$ cat config.mk
export PLATFORM = sky130hd
export DESIGN_NAME = sxo_exec
export DESIGN_NICKNAME = d
export VERILOG_FILES = /design/src/sxo_pkg.sv /design/src/sxo_exec.sv
export VERILOG_INCLUDE_DIRS = /design/src
export SDC_FILE = /design/constraint.sdc
export NUM_CORES = 1
export LEC_CHECK = 0
export ABC_AREA = 1
export BUFFER_PORTS_ARGS = -buffer_cell sky130_fd_sc_hd__buf_2
export CAP_MARGIN = 5
export CORE_MARGIN = 2
export CORE_UTILIZATION = 39
export DETAILED_ROUTE_END_ITERATION = 16
export GPL_TIMING_DRIVEN = 0
export PLACE_DENSITY_LB_ADDON = 0.3
export SYNTH_ARGS = -nofsm -noshare
export SYNTH_HDL_FRONTEND = slang
export SYNTH_SLANG_ARGS = --single-unit
$ cat constraint.sdc
create_clock -name aclk -period 2.1 [get_ports aclk]
set_input_delay 0.42 -clock aclk [delete_from_list [all_inputs] [get_ports aclk]]
set_output_delay 0.42 -clock aclk [all_outputs]
set_load 0.005 [all_outputs]
$ cat src/sxo_defines.svh
// Constants for the off-line/self-test command interpreter
`ifndef SXO_DEFINES_SVH
`define SXO_DEFINES_SVH
// Register byte offsets
`define SXO_OFF_FEATURES   8'h00
`define SXO_OFF_SECCNT     8'h04
`define SXO_OFF_SUBCMD     8'h08
`define SXO_OFF_SIGLO      8'h0C
`define SXO_OFF_SIGHI      8'h10
`define SXO_OFF_DRVSEL     8'h14
`define SXO_OFF_COMMAND    8'h18
`define SXO_OFF_ERROR      8'h1C
`define SXO_OFF_STATE      8'h20
`define SXO_OFF_CTRL       8'h24
`define SXO_OFF_RESULT     8'h28
// Command and feature codes
`define SXO_CMD_SMART      8'hB0
`define SXO_FEAT_EXEC      8'hD4
`define SXO_FEAT_DISABLE   8'hD9
`define SXO_FEAT_ENABLE    8'hD8
`define SXO_CMD_SLEEP      8'hE6
`define SXO_CMD_STBY_IMM   8'hE0
`define SXO_CMD_IDLE_IMM   8'hE1
// Signatures
`define SXO_KEY_LO         8'h4F
`define SXO_KEY_HI         8'hC2
`define SXO_FAIL_LO        8'hF4
`define SXO_FAIL_HI        8'h2C
// Subcommands
`define SXO_SUB_COLLECT    8'h00
`define SXO_SUB_SHORT      8'h01
`define SXO_SUB_EXTEND     8'h02
`define SXO_SUB_ABORT      8'h7F
`define SXO_SUB_CAP_SHORT  8'h81
`define SXO_SUB_CAP_EXTEND 8'h82
// Error and status bit positions
`define SXO_ERR_ABRT       2
`define SXO_ERR_IDNF       4
`define SXO_ST_ERR         0
`define SXO_ST_DF          5
`define SXO_ST_DRDY        6
`define SXO_ST_BSY         7
// Control register bits
`define SXO_CTL_SUPPORTED  0
`define SXO_CTL_ENABLED    1
// Timing
`define SXO_CLK_MHZ        40
`define SXO_SERVICE_MS     2000
`define SXO_SERVICE_CYC    (`SXO_SERVICE_MS * 1000 * `SXO_CLK_MHZ)
`define SXO_AXI_OKAY       2'b00
`define SXO_AXI_SLVERR     2'b10
`endif

$ cat src/sxo_pkg.sv
// Types for the off-line/self-test command interpreter
package sxo_pkg;
   typedef enum logic [1:0] {
      SXO_IDLE    = 2'b00,
      SXO_OFFLINE = 2'b01,
      SXO_CAPTIVE = 2'b11,
      SXO_SUSPEND = 2'b10
   } sxo_run_t;

   typedef struct packed {
      logic [7:0] features;
      logic [7:0] seccnt;
      logic [7:0] subcmd;
      logic [7:0] sig_lo;
      logic [7:0] sig_hi;
      logic [7:0] drvsel;
      logic [7:0] error;
      logic [7:0] status;
      logic       supported;
      logic       enabled;
      sxo_run_t   run;
      logic [7:0] routine;
      logic       paused_pwr;
      logic       selftest_fail;
      logic [7:0] st_status;
      logic       awv;
      logic [7:0] awaddr;
      logic       wv;
      logic [31:0] wdata;
      logic [3:0] wstrb;
      logic       bvalid;
      logic [1:0] bresp;
      logic       arready;
      logic       rvalid;
      logic [31:0] rdata;
      logic [1:0] rresp;
      logic       stop_req;
   } sxo_state_t;
endpackage : sxo_pkg

$ cat src/sxo_exec.sv
// Device-side interpreter for the off-line immediate/self-test command
`timescale 1ns/1ps
`default_nettype none
`include "sxo_defines.svh"

// Overview of operation
// - Unsupported, disabled or bad inputs give command aborted.
// - Captive self-test failure aborts, returns F4h low, 2Ch high.
// - Error completion sets IDNF when the sector ID is missing.
// - ABRT for unsupported, disabled, bad inputs or captive failure.
// - Other captive errors return 4Fh low and C2h high.
// - Off-line subcommand errors leave signature bytes undefined.
// - Error completion clears BSY, DRQ; sets DRDY, ERR; DF only on a device fault.
// - Values 0, 1, 2 start collection, short, extended off-line.
// - Value 127 aborts an off-line self-test.
// - Values 129, 130 run short and extended tests captive.
// - Off-line mode completes the command before the routine.
// - Off-line routine keeps BSY zero and DRDY one.
// - Other commands suspend the routine, served within two seconds; here the routine keeps running while BSY is set.
// - SLEEP aborts a running self-test, then sleeps.
// - SMART disable suspends; next enable may resume.
// - New execute command aborts the routine, runs the new one.
// - Standby/idle immediate suspend; power-save exit resumes.
// - No automatic power state change during a routine.
// - Off-line self-test failure may stop and record outcome.
// - DEV bit reflects the selected device on errors.
// - Captive mode holds BSY, stores result, then completes.
// - Captive pass leaves 4Fh low and C2h high.
// - Command code B0h with features D4h.
module sxo_exec #(
   parameter int unsigned SERVICE_CYC = `SXO_SERVICE_CYC
) (
   input  wire logic        aclk,          // 40 MHz clock
   input  wire logic        aresetn,       // Synchronous reset, low
   input  wire logic [7:0]  s_axi_awaddr,  // Write address
   input  wire logic        s_axi_awvalid, // Write address valid
   output logic             s_axi_awready, // Write address ready
   input  wire logic [31:0] s_axi_wdata,   // Write data
   input  wire logic [3:0]  s_axi_wstrb,   // Write strobes
   input  wire logic        s_axi_wvalid,  // Write data valid
   output logic             s_axi_wready,  // Write data ready
   output logic [1:0]       s_axi_bresp,   // Write response
   output logic             s_axi_bvalid,  // Write response valid
   input  wire logic        s_axi_bready,  // Write response ready
   input  wire logic [7:0]  s_axi_araddr,  // Read address
   input  wire logic        s_axi_arvalid, // Read address valid
   output logic             s_axi_arready, // Read address ready
   output logic [31:0]      s_axi_rdata,   // Read data
   output logic [1:0]       s_axi_rresp,   // Read response
   output logic             s_axi_rvalid,  // Read data valid
   input  wire logic        s_axi_rready,  // Read data ready
   input  wire logic        routine_done,  // Routine engine finished
   input  wire logic        routine_fail,  // Self-test detected failure
   input  wire logic        idnf_event,    // Data sector ID not found
   input  wire logic        fault_event,   // Device fault seen
   output logic             routine_run,   // Engine may run routine
   output logic [7:0]       routine_sel,   // Active subcommand
   output logic             cmd_pending,   // Non-routine command to serve
   output logic             standby_hold   // Blocks automatic standby
);

   sxo_pkg::sxo_state_t s_r;
   sxo_pkg::sxo_state_t s_nxt;

   // Engine inputs, two-flop synced
   logic [3:0] ev_m_r;
   logic [3:0] ev_r;
   // Service timer while a command waits
   logic [31:0] svc_cnt_r;
   logic [31:0] svc_cnt_nxt;

   logic       wr_fire;
   logic       rd_fire;
   logic [7:0] cmd_code;
   logic       is_smart;
   logic       key_ok;
   logic       sub_valid;
   logic       sub_captive;
   logic       sub_offline;
   logic       run_selftest;

   // Write fires once address and data are both held
   assign wr_fire  = s_r.awv && s_r.wv && !s_r.bvalid;
   assign rd_fire  = s_axi_arvalid && s_r.arready;
   assign cmd_code = s_r.wdata[7:0];
   assign is_smart = cmd_code == `SXO_CMD_SMART;
   assign key_ok   = s_r.sig_lo == `SXO_KEY_LO
                     && s_r.sig_hi == `SXO_KEY_HI;
   assign sub_captive = s_r.subcmd == `SXO_SUB_CAP_SHORT
                        || s_r.subcmd == `SXO_SUB_CAP_EXTEND;
   assign sub_offline = s_r.subcmd == `SXO_SUB_COLLECT
                        || s_r.subcmd == `SXO_SUB_SHORT
                        || s_r.subcmd == `SXO_SUB_EXTEND;
   // Reserved and vendor codes all fall outside this set
   assign sub_valid = sub_captive || sub_offline
                      || s_r.subcmd == `SXO_SUB_ABORT;
   assign run_selftest = s_r.routine != `SXO_SUB_COLLECT;

   // Two-flop synchroniser for the engine event inputs
   always_ff @(posedge aclk) begin
      if (!aresetn) begin
         ev_m_r <= 4'h0;
         ev_r   <= 4'h0;
      end else begin
         ev_m_r <= {fault_event, idnf_event, routine_fail, routine_done};
         ev_r   <= ev_m_r;
      end
   end

   // Next-state logic: bus slave, command decode, routine control
   always_comb begin
      s_nxt       = s_r;
      svc_cnt_nxt = svc_cnt_r;
      s_nxt.stop_req = 1'b0;

      // Write channels accepted independently, in either order
      if (s_axi_awvalid && !s_r.awv) begin
         s_nxt.awv    = 1'b1;
         s_nxt.awaddr = s_axi_awaddr;
      end
      if (s_axi_wvalid && !s_r.wv) begin
         s_nxt.wv    = 1'b1;
         s_nxt.wdata = s_axi_wdata;
         s_nxt.wstrb = s_axi_wstrb;
      end
      if (s_r.bvalid && s_axi_bready) begin
         s_nxt.bvalid = 1'b0;
      end

      // Captive routine end: store result then complete
      if (s_r.run == sxo_pkg::SXO_CAPTIVE && (ev_r[0] || ev_r[1])) begin
         s_nxt.st_status = {6'h00, ev_r[1], 1'b1};
         s_nxt.status = 8'h00;
         s_nxt.status[`SXO_ST_DRDY] = 1'b1;
         s_nxt.status[`SXO_ST_DF]   = ev_r[3];
         s_nxt.run = sxo_pkg::SXO_IDLE;
         if (ev_r[1] || ev_r[2]) begin
            s_nxt.error = 8'h00;
            s_nxt.error[`SXO_ERR_ABRT] = ev_r[1];
            s_nxt.error[`SXO_ERR_IDNF] = ev_r[2];
            s_nxt.status[`SXO_ST_ERR]  = 1'b1;
            s_nxt.sig_lo = ev_r[1] ? `SXO_FAIL_LO : `SXO_KEY_LO;
            s_nxt.sig_hi = ev_r[1] ? `SXO_FAIL_HI : `SXO_KEY_HI;
         end else begin
            s_nxt.sig_lo = `SXO_KEY_LO;
            s_nxt.sig_hi = `SXO_KEY_HI;
         end
      end

      // Off-line routine end, result kept
      if (s_r.run == sxo_pkg::SXO_OFFLINE && (ev_r[0] || ev_r[1])) begin
         s_nxt.st_status = {6'h00, ev_r[1], 1'b1};
         s_nxt.run = sxo_pkg::SXO_IDLE;
      end

      // Serve an interrupting command
      if (s_r.status[`SXO_ST_BSY] && s_r.run != sxo_pkg::SXO_CAPTIVE) begin
         svc_cnt_nxt = svc_cnt_r + 32'h1;
         if (svc_cnt_r >= SERVICE_CYC - 1) begin
            s_nxt.status = 8'h00;
            s_nxt.status[`SXO_ST_DRDY] = 1'b1;
            svc_cnt_nxt = 32'h0;
         end
      end

      // Register write decode
      if (wr_fire) begin
         s_nxt.awv    = 1'b0;
         s_nxt.wv     = 1'b0;
         s_nxt.bvalid = 1'b1;
         s_nxt.bresp  = `SXO_AXI_OKAY;
         case (s_r.awaddr)
            `SXO_OFF_FEATURES: s_nxt.features = s_r.wdata[7:0];
            `SXO_OFF_SECCNT:   s_nxt.seccnt   = s_r.wdata[7:0];
            `SXO_OFF_SUBCMD:   s_nxt.subcmd   = s_r.wdata[7:0];
            `SXO_OFF_SIGLO:    s_nxt.sig_lo   = s_r.wdata[7:0];
            `SXO_OFF_SIGHI:    s_nxt.sig_hi   = s_r.wdata[7:0];
            `SXO_OFF_DRVSEL:   s_nxt.drvsel   = s_r.wdata[7:0];
            `SXO_OFF_CTRL: begin
               s_nxt.supported = s_r.wdata[`SXO_CTL_SUPPORTED];
               s_nxt.enabled   = s_r.wdata[`SXO_CTL_ENABLED];
            end
            `SXO_OFF_COMMAND: begin
               s_nxt.error  = 8'h00;
               s_nxt.status = 8'h00;
               s_nxt.status[`SXO_ST_DRDY] = 1'b1;
               if (is_smart && s_r.features == `SXO_FEAT_EXEC) begin
                  if (!s_r.supported || !s_r.enabled || !key_ok
                      || !sub_valid) begin
                     s_nxt.error[`SXO_ERR_ABRT] = 1'b1;
                     s_nxt.status[`SXO_ST_ERR]  = 1'b1;
                     // Captive codes keep the key; off-line left as is
                     if (sub_captive) begin
                        s_nxt.sig_lo = `SXO_KEY_LO;
                        s_nxt.sig_hi = `SXO_KEY_HI;
                     end
                  end else if (sub_captive) begin
                     s_nxt.status[`SXO_ST_BSY]  = 1'b1;
                     s_nxt.status[`SXO_ST_DRDY] = 1'b0;
                     s_nxt.routine = s_r.subcmd;
                     s_nxt.run = sxo_pkg::SXO_CAPTIVE;
                     s_nxt.stop_req = 1'b1;
                  end else if (s_r.subcmd == `SXO_SUB_ABORT) begin
                     if (s_r.routine != `SXO_SUB_COLLECT) begin
                        s_nxt.run = sxo_pkg::SXO_IDLE;
                        s_nxt.stop_req = 1'b1;
                     end
                  end else begin
                     // Completion posted now, routine starts after
                     s_nxt.routine = s_r.subcmd;
                     s_nxt.run = sxo_pkg::SXO_OFFLINE;
                     s_nxt.stop_req = 1'b1;
                     s_nxt.paused_pwr = 1'b0;
                  end
               end else if (is_smart
                            && s_r.features == `SXO_FEAT_DISABLE) begin
                  s_nxt.enabled = 1'b0;
                  if (s_r.run == sxo_pkg::SXO_OFFLINE) begin
                     s_nxt.run = sxo_pkg::SXO_SUSPEND;
                  end
               end else if (is_smart
                            && s_r.features == `SXO_FEAT_ENABLE) begin
                  s_nxt.enabled = 1'b1;
                  if (s_r.run == sxo_pkg::SXO_SUSPEND
                      && !s_r.paused_pwr) begin
                     s_nxt.run = sxo_pkg::SXO_OFFLINE;
                  end
               end else if (cmd_code == `SXO_CMD_SLEEP) begin
                  // Self-test aborted; collection aborted too
                  if (s_r.run == sxo_pkg::SXO_OFFLINE) begin
                     s_nxt.run = sxo_pkg::SXO_IDLE;
                  end
               end else if (cmd_code == `SXO_CMD_STBY_IMM
                            || cmd_code == `SXO_CMD_IDLE_IMM) begin
                  if (s_r.run == sxo_pkg::SXO_OFFLINE) begin
                     s_nxt.run = sxo_pkg::SXO_SUSPEND;
                     s_nxt.paused_pwr = 1'b1;
                  end
               end else begin
                  // Exit from power save resumes a paused routine
                  if (s_r.run == sxo_pkg::SXO_SUSPEND && s_r.paused_pwr
                      && s_r.enabled) begin
                     s_nxt.run = sxo_pkg::SXO_OFFLINE;
                     s_nxt.paused_pwr = 1'b0;
                  end
                  // Other commands take BSY until served while an off-line routine runs
                  if (s_r.run == sxo_pkg::SXO_OFFLINE) begin
                     s_nxt.status[`SXO_ST_BSY]  = 1'b1;
                     s_nxt.status[`SXO_ST_DRDY] = 1'b0;
                  end
               end
            end
            // Read-only and unmapped offsets refuse writes
            default: s_nxt.bresp = `SXO_AXI_SLVERR;
         endcase
      end

      // Read channel: one read at a time
      s_nxt.arready = !s_r.rvalid && !rd_fire;
      if (s_r.rvalid && s_axi_rready) begin
         s_nxt.rvalid = 1'b0;
      end
      if (rd_fire) begin
         s_nxt.rvalid = 1'b1;
         s_nxt.rresp  = `SXO_AXI_OKAY;
         s_nxt.rdata  = 32'h0;
         case (s_axi_araddr)
            `SXO_OFF_FEATURES: s_nxt.rdata[7:0] = s_r.features;
            `SXO_OFF_SECCNT:   s_nxt.rdata[7:0] = s_r.seccnt;
            `SXO_OFF_SUBCMD:   s_nxt.rdata[7:0] = s_r.subcmd;
            `SXO_OFF_SIGLO:    s_nxt.rdata[7:0] = s_r.sig_lo;
            `SXO_OFF_SIGHI:    s_nxt.rdata[7:0] = s_r.sig_hi;
            `SXO_OFF_DRVSEL:   s_nxt.rdata[7:0] = s_r.drvsel;
            `SXO_OFF_COMMAND:  s_nxt.rdata[7:0] = s_r.status;
            `SXO_OFF_ERROR:    s_nxt.rdata[7:0] = s_r.error;
            `SXO_OFF_STATE:    s_nxt.rdata[7:0] = s_r.status;
            `SXO_OFF_CTRL:     s_nxt.rdata[3:0] =
               {s_r.run, s_r.enabled, s_r.supported};
            `SXO_OFF_RESULT:   s_nxt.rdata[7:0] = s_r.st_status;
            default:           s_nxt.rresp = `SXO_AXI_SLVERR;
         endcase
      end
   end

   // State register
   always_ff @(posedge aclk) begin
      if (!aresetn) begin
         s_r <= '0;
         s_r.status[`SXO_ST_DRDY] <= 1'b1;
         s_r.arready <= 1'b1;
         svc_cnt_r <= 32'h0;
      end else begin
         s_r <= s_nxt;
         svc_cnt_r <= svc_cnt_nxt;
      end
   end

   // Outputs straight from flip-flops
   assign s_axi_awready = !s_r.awv;
   assign s_axi_wready  = !s_r.wv;
   assign s_axi_bvalid  = s_r.bvalid;
   assign s_axi_bresp   = s_r.bresp;
   assign s_axi_arready = s_r.arready;
   assign s_axi_rvalid  = s_r.rvalid;
   assign s_axi_rdata   = s_r.rdata;
   assign s_axi_rresp   = s_r.rresp;
   // Stop pulse lets the engine restart on a new subcommand
   assign routine_run   = !s_r.stop_req
                          && (s_r.run == sxo_pkg::SXO_OFFLINE
                              || s_r.run == sxo_pkg::SXO_CAPTIVE);
   assign routine_sel   = s_r.routine;
   assign cmd_pending   = s_r.status[`SXO_ST_BSY]
                          && s_r.run != sxo_pkg::SXO_CAPTIVE;
   // Standby timer held off while any routine is live
   assign standby_hold  = s_r.run != sxo_pkg::SXO_IDLE;

endmodule : sxo_exec
`default_nettype wire

# [Yosys cells after proc, flatten, opt, wreduce, memory -nomap -nowiden]
# Cells that the tools add are included.
[word_totals] regBits=153 inputBits=63 out_inout_bits=52
[op_classes] muxes=71 addsub=1 n_reduce_logical=65 n_eq_ne=45 n_lt_le_gt_ge=1 bitwise_logic=5
[op_table] operator="two-way mux 16 bit" n=7
[op_table] operator="equality test 8 bit, second input constant" n=10
[op_table] operator="equality test 8 x 5 -> 1 bit, second input constant" n=7
[op_table] operator="two-way mux 8 bit" n=7
[op_table] operator="two-way mux 53 bit" n=1
[op_table] operator="two-way mux 2 bit" n=24
[op_table] operator="case mux 4 bit (10 select lines)" n=1
[op_table] operator="two-way mux 35 bit" n=1
[op_table] operator="adder 32 x 1 -> 32 bit, second input constant" n=1
[op_table] operator="equality test 8 x 4 -> 1 bit, second input constant" n=4
[op_table] operator="equality test 8 x 6 -> 1 bit, second input constant" n=4
[op_table] operator="greater-or-equal comparator 32 x 27 -> 1 bit, second input constant" n=1
[op_table] operator="two-way mux 32 bit" n=1
[op_table] operator="case mux 4 bit (8 select lines)" n=1
[op_table] operator="case mux 8 bit (2 select lines)" n=2
[op_table] operator="logical NOT 8 bit" n=3
[op_table] operator="two-way mux 11 bit" n=2
[op_table] operator="logical AND 1 bit" n=19
[op_table] operator="two-way mux 1 bit" n=19
[op_table] operator="inequality test 2 bit, second input constant" n=9
[op_table] operator="equality test 8 x 3 -> 1 bit, second input constant" n=2
[op_table] operator="equality test 8 x 7 -> 1 bit, second input constant" n=2
[op_table] operator="logical OR 1 bit" n=12
[op_table] operator="logical NOT 1 bit" n=11
[op_table] operator="22 further kinds" n=37

# [Logic depth before layout (Yosys ltp)]
# Gate-level depths: netlist of run 1.
[depth] word_depth=12 ltp_mapped=13 mapped_depth_nobuf=13

# [Least setup slack after synthesis of run 1]
# OpenSTA, ideal clock, no wires.
[synth_path] path_kind="register to register" from="register svc_cnt_r[0]" to="register svc_cnt_r[14]" arrival_ns=1.531 path_slack_ns=0.448 stages_incl_launch_ff=14 required_time_ns=1.979 setup_ns=0.121 path_cell_list="dfxtp_1 > ha_1 > nand2_1 > inv_1 > nand2_1 > nor2_1 > nand3_1 > nand3_1 > nand2_1 > nand2_1 > nand2_1 > nand2_2 > buf_2 > nor2_1"
[synth_via] elab_chain_cells=2
[synth_rtl] item="start: declaration" line="sxo_exec.sv:69" source="logic [31:0] svc_cnt_r;"
[synth_rtl] item="start signal: assignment" line="sxo_exec.sv:294" source="svc_cnt_r <= svc_cnt_nxt;"
[synth_rtl] item="adder 32 x 1 -> 32 bit / greater-or-equal comparator 32 x 27 -> 1 bit (equally long branches)" line="sxo_exec.sv:158, sxo_exec.sv:159"
[synth_rtl] item="two-way mux 32 bit *" line="sxo_exec.sv:159" source="if (svc_cnt_r >= SERVICE_CYC - 1) begin"
# Every way passes the cells marked *; elsewhere a longest branch is shown, timed or not.
# A chain may end at the register's enable or synchronous reset.

# [Final worst setup path of run 1]
[layout_path] from="register s_r, in the netlist cmd_code[6]" to="register s_r, in the netlist routine_sel[1]"
[layout_via] elab_chain_cells=3
[layout_rtl] item="start: declaration" line="sxo_exec.sv:62" source="sxo_pkg::sxo_state_t s_r;"
[layout_rtl] item="start signal: assignment" line="sxo_exec.sv:293" source="s_r <= s_nxt;"
[layout_rtl] item="equality test 8 bit (no line)"
[layout_rtl] item="logical AND 1 bit (no line)"
[layout_rtl] item="AND reduction 5 bit (no line)"
# No other way between the ends.

==> results of run 1 <==
## synthesized netlist by cell type (4+ instances only)
cell	n	area share
sky130_fd_sc_hd__nor2_1	176	0.086
sky130_fd_sc_hd__inv_1	125	0.061
sky130_fd_sc_hd__buf_2	7	0.0046
sky130_fd_sc_hd__nor2_4	4	0.0059
sky130_fd_sc_hd__nor3_1	25	0.016
sky130_fd_sc_hd__buf_4	45	0.044
sky130_fd_sc_hd__a21oi_1	69	0.045
sky130_fd_sc_hd__nand3_1	70	0.046
sky130_fd_sc_hd__nand2_1	274	0.13
sky130_fd_sc_hd__nand4_1	8	0.0065
sky130_fd_sc_hd__o21ai_0	61	0.040
sky130_fd_sc_hd__nor3b_1	6	0.0059
sky130_fd_sc_hd__inv_2	6	0.0029
sky130_fd_sc_hd__xor2_1	11	0.013
sky130_fd_sc_hd__clkbuf_1	13	0.0064
sky130_fd_sc_hd__a211oi_1	25	0.024
sky130_fd_sc_hd__dfxtp_1	151	0.39
sky130_fd_sc_hd__buf_1	6	0.0029
sky130_fd_sc_hd__nor4_1	4	0.0033
sky130_fd_sc_hd__nor2_2	7	0.0057
## layer usage
metal	share of wire	GRT usage	wire length (um)
met4	0.031	0.0884	690
met5	0	0	0
met2	0.48	0.377	10800
met1	0.43	0.274	9690
met3	0.055	0.0440	1230
## logic make-up after synthesis
family / after synthesis / share of synthesized area
other cells: 1 / 0.000489
fa+ha+maj: 1 / 0.00163
xor+xnor: 13 / 0.0148
compound gates: 174 / 0.127
buf+inv: 203 / 0.122
flops: 151 / 0.394
simple gates: 595 / 0.340
## state kept, by name, indices dropped and copies added (netlist names)
signal	count
ev_m_r	4
s_axi_arready	1
s_axi_rvalid	1
s_axi_bresp	1
s_axi_rdata	8
s_axi_bvalid	1
routine_sel	8
cmd_code	8
ev_r	4
s_r	82
svc_cnt_r	32
s_axi_rresp	1
## final cells by class
cell class / instances / area [um^2]
fillers: 2054 / 10300
multi-input cells: 809 / 3850
plain buffers: 70 / 447
well taps: 265 / 332
repair buffers: 68 / 358
flip-flops and latches: 151 / 3030
clock buffers: 20 / 457
clock inverters: 11 / 164
inverters: 132 / 495
## through the flow
stage / cell area (um^2) / instances / setup WS, ps / setup TNS [ps]
after global placement: 8400 / 1488 / -147 / -676
after CTS: 9020 / 1518 / 13.9 / 0
after global routing: 9130 / 1526 / -0.736 / -1.14
final: 9130 / 1526 / 110 / 0
after detailed placement: 8400 / 1488 / -164 / -1610
after floorplan: 7760 / 1163 / 448 / 0
## worst max path at each step
stage / endpoint / slack (ps) / depth (start not counted)
CTS: svc_cnt_r[20] / 10 / 13
floorplan: svc_cnt_r[14] / 450 / 13
global placement: s_axi_rdata[3] / -150 / 10
global route: svc_cnt_r[17] / -0.7 / 13
finish: routine_sel[1] / 110 / 11
detailed placement: s_axi_rdata[3] / -160 / 10
## timing repair
action                     4_1_cts  5_1_grt
resized for setup                1       21
pin swaps                        0        3
cloned                           0        1
setup buffers                    0        7
setup endpoints to repair        2       45
## power by group
part / total [mW] / leakage [nW] / internal (mW) / switching [mW]
registers: 2.97 / 1.22 / 2.91 / 0.0565
clock network: 3.25 / 0.302 / 1.96 / 1.30
logic: 0.414 / 2.48 / 0.141 / 0.273
==> results.txt, run 1 <==
The number of hold violations in the final report is 0. The worst register-to-register path begins at cmd_code[6]. The die covers 20800 um^2.

In the synthesized netlist the async set-or-reset flop fraction comes to 0. The final number of max-transition violations is 0. The number of nets in the final layout is 1313. The largest buffer count on any clock path is 2. In the layout the commonest cells are sky130_fd_sc_hd__nand2_1 (273), sky130_fd_sc_hd__nor2_1 (174), sky130_fd_sc_hd__dfxtp_1 (147). The count of buffering cells on the critical path with inverters included is 2. The total detailed-routing wirelength is 22500 um. The hold buffer count at CTS is 0. The part of the cycle the worst path needs is 0.948.

The most common cell after layout, fill and taps aside is sky130_fd_sc_hd__nand2_1. The number of H-tree levels is 4. The placeable core region came out at 19400 um^2. The analysis attributes to cell leakage a power of 4.01 nW. The total power is 6.64 mW. The count of routing violations after the opening detailed-route iteration came out at 495. The initial core utilization came out at 0.395. Data on the critical path arrives at its endpoint at 2310 ps.

The number of enable flip-flop cells after synthesis came out at 0. In the routed layout, each cell is associated on average with a via count of 4.92. The sum of net half-perimeters after detailed placement came out at 17200 um.

Routability-driven placement finished with a final weighted congestion of 0.954. The number of global-route vias before repair was 6729. For the pin with the worst max-slew slack, the measured transition is 1010 ps. The minimum setup slack among reg-to-reg paths came out at 110 ps.

The global-route total usage across every layer is 0.221. The floorplan die width came out at 144 um. The first-pass GRT wire length is 35000 um. The initial antenna violation count is 0. The kind of start point of the critical path is a flip-flop.

The first detailed-routing pass took 5 iterations. The root buffer selected by CTS is sky130_fd_sc_hd__clkbuf_16. The number of buffers added by the clock tree synthesis step came out at 17.

The source-to-sink clock delay at the later pin of the worst-skew pair came out at 430 ps. After floorplanning, the core was divided into 51 placement rows. The depth of the worst register-to-register path is 11.

The worst register-to-register path ends at routine_sel[1]. The cell count of the worst hold path came out at 2. The number of top-level pins came out at 115. The final antenna-violating net count came out at 0.

The count of endpoints failing setup in the final report is 0. Headroom to the max-slew limit came out at 0.323. On the critical path, the stage with the largest delay is an instance of sky130_fd_sc_hd__dfxtp_1.

The flow ran to the end, and the final reports show no timing, DRC or antenna violations. The share of layout cells above drive strength 1 came out at 0.153. Clock-pin slew was measured on the worst setup and hold paths at 70 ps.

The post-route worst hold slack came out at 163 ps. The number of sinks driven by the clock tree is 151. The distinct cell type count after synthesis is 46.

TritonCTS built the clock tree. Traced cell by cell, the critical path runs through inv_2 > nand4_2 > nor2_4 > nand3_4 > nor2_4 > nand2_1 > nor3b_4 > buf_4 > nand2_1 > nand2_1 > nor2_1. The count of input and output buffers came out at 60. The share of the core filled with cells in the final layout came out at 0.470. In this run the power density over the cells is 727 nW/um^2.

The worst setup path is captured at a flip-flop. The top achievable clock speed came out at 0.503 GHz. Dividing the detail-routed wire length by the instance count gives 14.7 um. For this run, the number of Yosys warnings is 0. Between clock sinks in the finished design, the worst skew comes to 16.5 ps. The type of the setup path with the least slack is reg -> reg. The cell class contributing the biggest share of worst-path delay is simple AND/OR/NAND/NOR gates. The largest net degree at the start of global routing is 17. After synthesis, the mean cell area works out to 6.74 um^2.

The synthesis-stage register bit count is 151. The total number of vias came out at 7509. The number of maximum-capacitance violations is 0.

The path with the worst hold slack has its endpoint at s_axi_rvalid. The proportion of synthesized chip area in sequential cells is 0.394. Counting stages on the worst path, the most repeated cell is sky130_fd_sc_hd__nand2_1.

The post-synthesis cell area is 7670 um^2. The critical path starts at cmd_code[6]. For this run, the slowest stage of the critical path takes 380 ps. The layout overhead on the synthesized area came out at 19.0%. The maximum fanout count along the critical path came out at 5. The synthesized instance count came out at 1138.

Among all flip-flop cells after synthesis, the most frequent one is sky130_fd_sc_hd__dfxtp_1. IR analysis of the VDD net gives a maximum drop of 0.000515 V. The routed design could run at a clock period as short as 1990 ps. The diode insertion count for antenna repair came out at 0.

The residual overflow from global routing is 0. The path class of the tightest hold or removal check is in -> reg. The vertical extent of the die is 144 um.

The required time of the worst setup path came out at 2420 ps. The number of design rule violations left after detail routing came out at 0. The startpoint identified for the worst hold timing path is s_axi_rready.
No activity file was read; power rests on OpenSTA's default activity.
==> run 2: changes to the inputs <==
==> constraint.sdc (replaced) <==
create_clock -name aclk -period 2.1 [get_ports aclk]
set_input_delay 0 -clock aclk [delete_from_list [all_inputs] [get_ports aclk]]
set_output_delay 0 -clock aclk [all_outputs]
set_load 0.005 [all_outputs]
==> run 2 against run 1 <==
  * Global-route usage increased by 0.26 points
  * Design area rose by 2.9%
  * Count of clock-buffer cells in the layout stayed put
  * Combinational power up 9.2%
  * Flip-flop and latch count is the same
  * Setup slack worse by 4.4 ps
  * Sequential share of layout area shrank 0.94 points
  * Register-to-register slack is essentially flat
  * Routed wire length grew 1.2%
  * Worst hold slack worse by 87 ps
  * Critical path type unchanged
  * Largest cell class unchanged
==> results.txt, run 2 (synthesis results as in run 1) <==
Setup repair after global routing left no endpoint under its margin. The number of top-level pins came out at 115 (unchanged). The run finished with clean final reports. The root buffer selected by CTS is sky130_fd_sc_hd__clkbuf_16. The initial core utilization came out at 0.395 (unchanged). The cell area power density came to 710 nW/um^2 (-2.5%). On the critical path the largest part of the delay comes from simple AND/OR/NAND/NOR gates.

The number of standard cells in the final layout excluding fillers is 1553 (+1.8%). The endpoint of the lowest-slack register-to-register path is routine_sel[1]. The total detailed-routing wirelength is 22700 um (+1.2%).

The static leakage is 4.12 nW (+2.8%). The cell count of the worst hold path came to 4 (+2). The final number of max-transition violations was 0 (unchanged). The maximum vdd drop is 0.000511 V (-0.85%). The path with the worst hold slack has its endpoint at s_axi_rdata[5]. The number of sinks driven by the clock tree came out at 151 (unchanged). The sum of net half-perimeters after detailed placement came out at 17200 um (unchanged). The number of nets in the final layout was 1340 (+2.1%). The post-route setup TNS came out at 0 ps (unchanged).

The number of buffers added by the clock tree synthesis step is 17 (unchanged). The first-pass GRT wire length is 35500 um (+1.4%). The clock-pin slew on the worst setup and hold paths was 70 ps (about the same). The final period demand of the worst path came out at 1990 ps (+4.40 ps). The signal on the critical path passes through inv_2 > nand4_2 > nor2_4 > nand3_4 > nor2_4 > nand2_1 > nor3b_4 > buf_4 > nand2_1 > nand2_1 > nor2_1. The number of maximum-capacitance violations is 0 (unchanged). STA classifies the critical path startpoint as a flip-flop.

TritonCTS built the clock tree. The number of H-tree levels came out at 4 (unchanged). The total power came out at 6.67 mW (+0.39%). The layout overhead on the synthesized area is 22.4%. The average routed wire per standard cell came out at 14.6 um (-0.61%). The number of design rule violations left after detail routing came out at 0 (unchanged). The cell total after placement came to 1488 (unchanged). The count of input and output buffers is 60 (unchanged). The worst slew margin relative to its limit came out at 0.313 (-0.0107). The number of global-route vias before repair came out at 6879 (+2.2%).

The arrival time of the worst setup path came to 2320 ps (about the same). The number of hold violations in the final report came out at 0 (unchanged). The largest net degree at the start of global routing is 17 (unchanged). The share of layout cells above drive strength 1 came out at 0.151 (-0.00243). The placeable core region is 19400 um^2 (unchanged). The startpoint identified for the worst hold timing path is s_axi_arvalid. The residual overflow from global routing is 0 (unchanged). Leaving out fill and tap cells, the most frequent cell in the layout is sky130_fd_sc_hd__nand2_1. The average vias per placed instance came out at 4.91 (-0.18%).

The required time of the worst setup path is 2420 ps (about the same). The initial antenna violation count came out at 0 (unchanged). The diode insertion count for antenna repair is 0 (unchanged). The register with the highest flop count is s_r.

The post-route worst hold slack is 76.0 ps (-87.2 ps). STA classifies the critical path endpoint as a flip-flop. The total number of vias came out at 7628 (+1.6%). The maximum single-stage delay on the critical path came out at 380 ps (about the same).

The first-pass iteration count of the detailed router came out at 6 (+1). The depth of the worst register-to-register path is 11 (unchanged). The global-route total usage across every layer was 0.224 (+0.00260). The top cell types in the final layout, fill and taps aside, are sky130_fd_sc_hd__nand2_1 (272), sky130_fd_sc_hd__nor2_1 (174), sky130_fd_sc_hd__dfxtp_1 (147). The cell type of the slowest stage on the worst timing path is sky130_fd_sc_hd__dfxtp_1. The largest registers in the layout are s_r: 82 flops, svc_cnt_r: 32 flops. The worst slack after detailed placement came out at 19.0 ps (+183 ps).

The transition time at the pin with the least slew margin was 1030 ps (+16.0 ps). The count of endpoints failing setup in the final report came out at 0 (unchanged). The number of cell rows came out at 51 (unchanged). The count of buffering cells on the critical path with inverters included came out at 2 (unchanged). The maximum fanout count along the critical path is 5 (unchanged). The top achievable clock speed is 0.501 GHz (-0.22%). The largest buffer count on any clock path came out at 2 (unchanged). The worst setup path is of the reg -> reg kind. The count of routing violations after the opening detailed-route iteration came to 488 (-1.4%). The final antenna-violating net count is 0 (unchanged). The flip-flop count of the largest register, all copies and words added was 82 (unchanged).

The most prevalent standard cell on the critical path is sky130_fd_sc_hd__nand2_1. The min-delay analysis places its worst path in the category in -> reg. The setup clock skew after layout is 14.0 ps (-2.46 ps). The final weighted congestion of routability-driven global placement was 0.954 (unchanged).

The vertical extent of the die was 144 um (unchanged). The source-to-sink clock delay at the later pin of the worst-skew pair came out at 430 ps (about the same). The floorplan die width is 144 um (unchanged). The startpoint of the worst-slack reg-to-reg timing path is cmd_code[6]. The die footprint is 20800 um^2 (unchanged). The part of the cycle the worst path needs came to 0.950 (+0.00210).

The final worst slack is 106 ps (-4.40 ps). The minimum setup slack among reg-to-reg paths is 110 ps (about the same).
==> run 2: power breakdown <==
| group | leakage, nW | internal (mW) | switching, mW | total [mW] |
|---|---|---|---|---|
| Sequential | 1.22 | 2.91 | 0.0563 | 2.97 |
| Combinational | 2.59 | 0.172 | 0.281 | 0.452 |
| Clock | 0.302 | 1.96 | 1.28 | 3.24 |
==> run 2: area by class of cell <==
cell class | count | area [um^2]
Multi-Input combinational cell | 809 | 3850
Clock inverter | 11 | 164
Fill cell | 2024 | 10000
Sequential cell | 151 | 3030
Buffer | 71 | 450
Inverter | 132 | 495
Timing Repair Buffer | 94 | 618
Tap cell | 265 | 332
Clock buffer | 20 | 457
==> run 2: tightest hold or removal path, stage by stage <==
cell and delay [ps]:
sky130_fd_sc_hd__buf_2 70, sky130_fd_sc_hd__nand2_1 210, sky130_fd_sc_hd__nand2_1 120, sky130_fd_sc_hd__a21oi_1 50
==> run 2: worst max path at each step <==
stage / startpoint / end / cells past startpoint / slack [ps]
after floorplan: svc_cnt_r[0] / svc_cnt_r[14] / 13 / 450
after global placement: svc_cnt_r[0] / svc_cnt_r[14] / 13 / 20
after detailed placement: s_r[153] / routine_sel[1] / 11 / 20
after CTS: svc_cnt_r[0] / svc_cnt_r[20] / 13 / 6
after global routing: cmd_code[6] / routine_sel[7] / 11 / 30
final: cmd_code[6] / routine_sel[1] / 11 / 110
==> run 2: metrics by stage <==
stage	util	area [um^2]
after CTS	0.479	9280
after detailed placement	0.433	8400
after floorplan	-	7760
final	0.484	9390
after global routing	0.484	9390
after global placement	0.433	8400
==> run 2: metal layers <==
metal / GRT usage / share of wire
met3: 0.0437 / 0.057
met4: 0.0884 / 0.036
met5: 0 / 0
met1: 0.276 / 0.43
met2: 0.385 / 0.48
==> run 2: what timing repair did <==
item                       in CTS  in global routing
cloned                          0                  1
pin swaps                       0                  3
hold buffers                   26                  0
resized for setup               1                 20
setup endpoints to repair       1                 45
buffers inserted                0                  7
hold endpoints to repair       28                  0
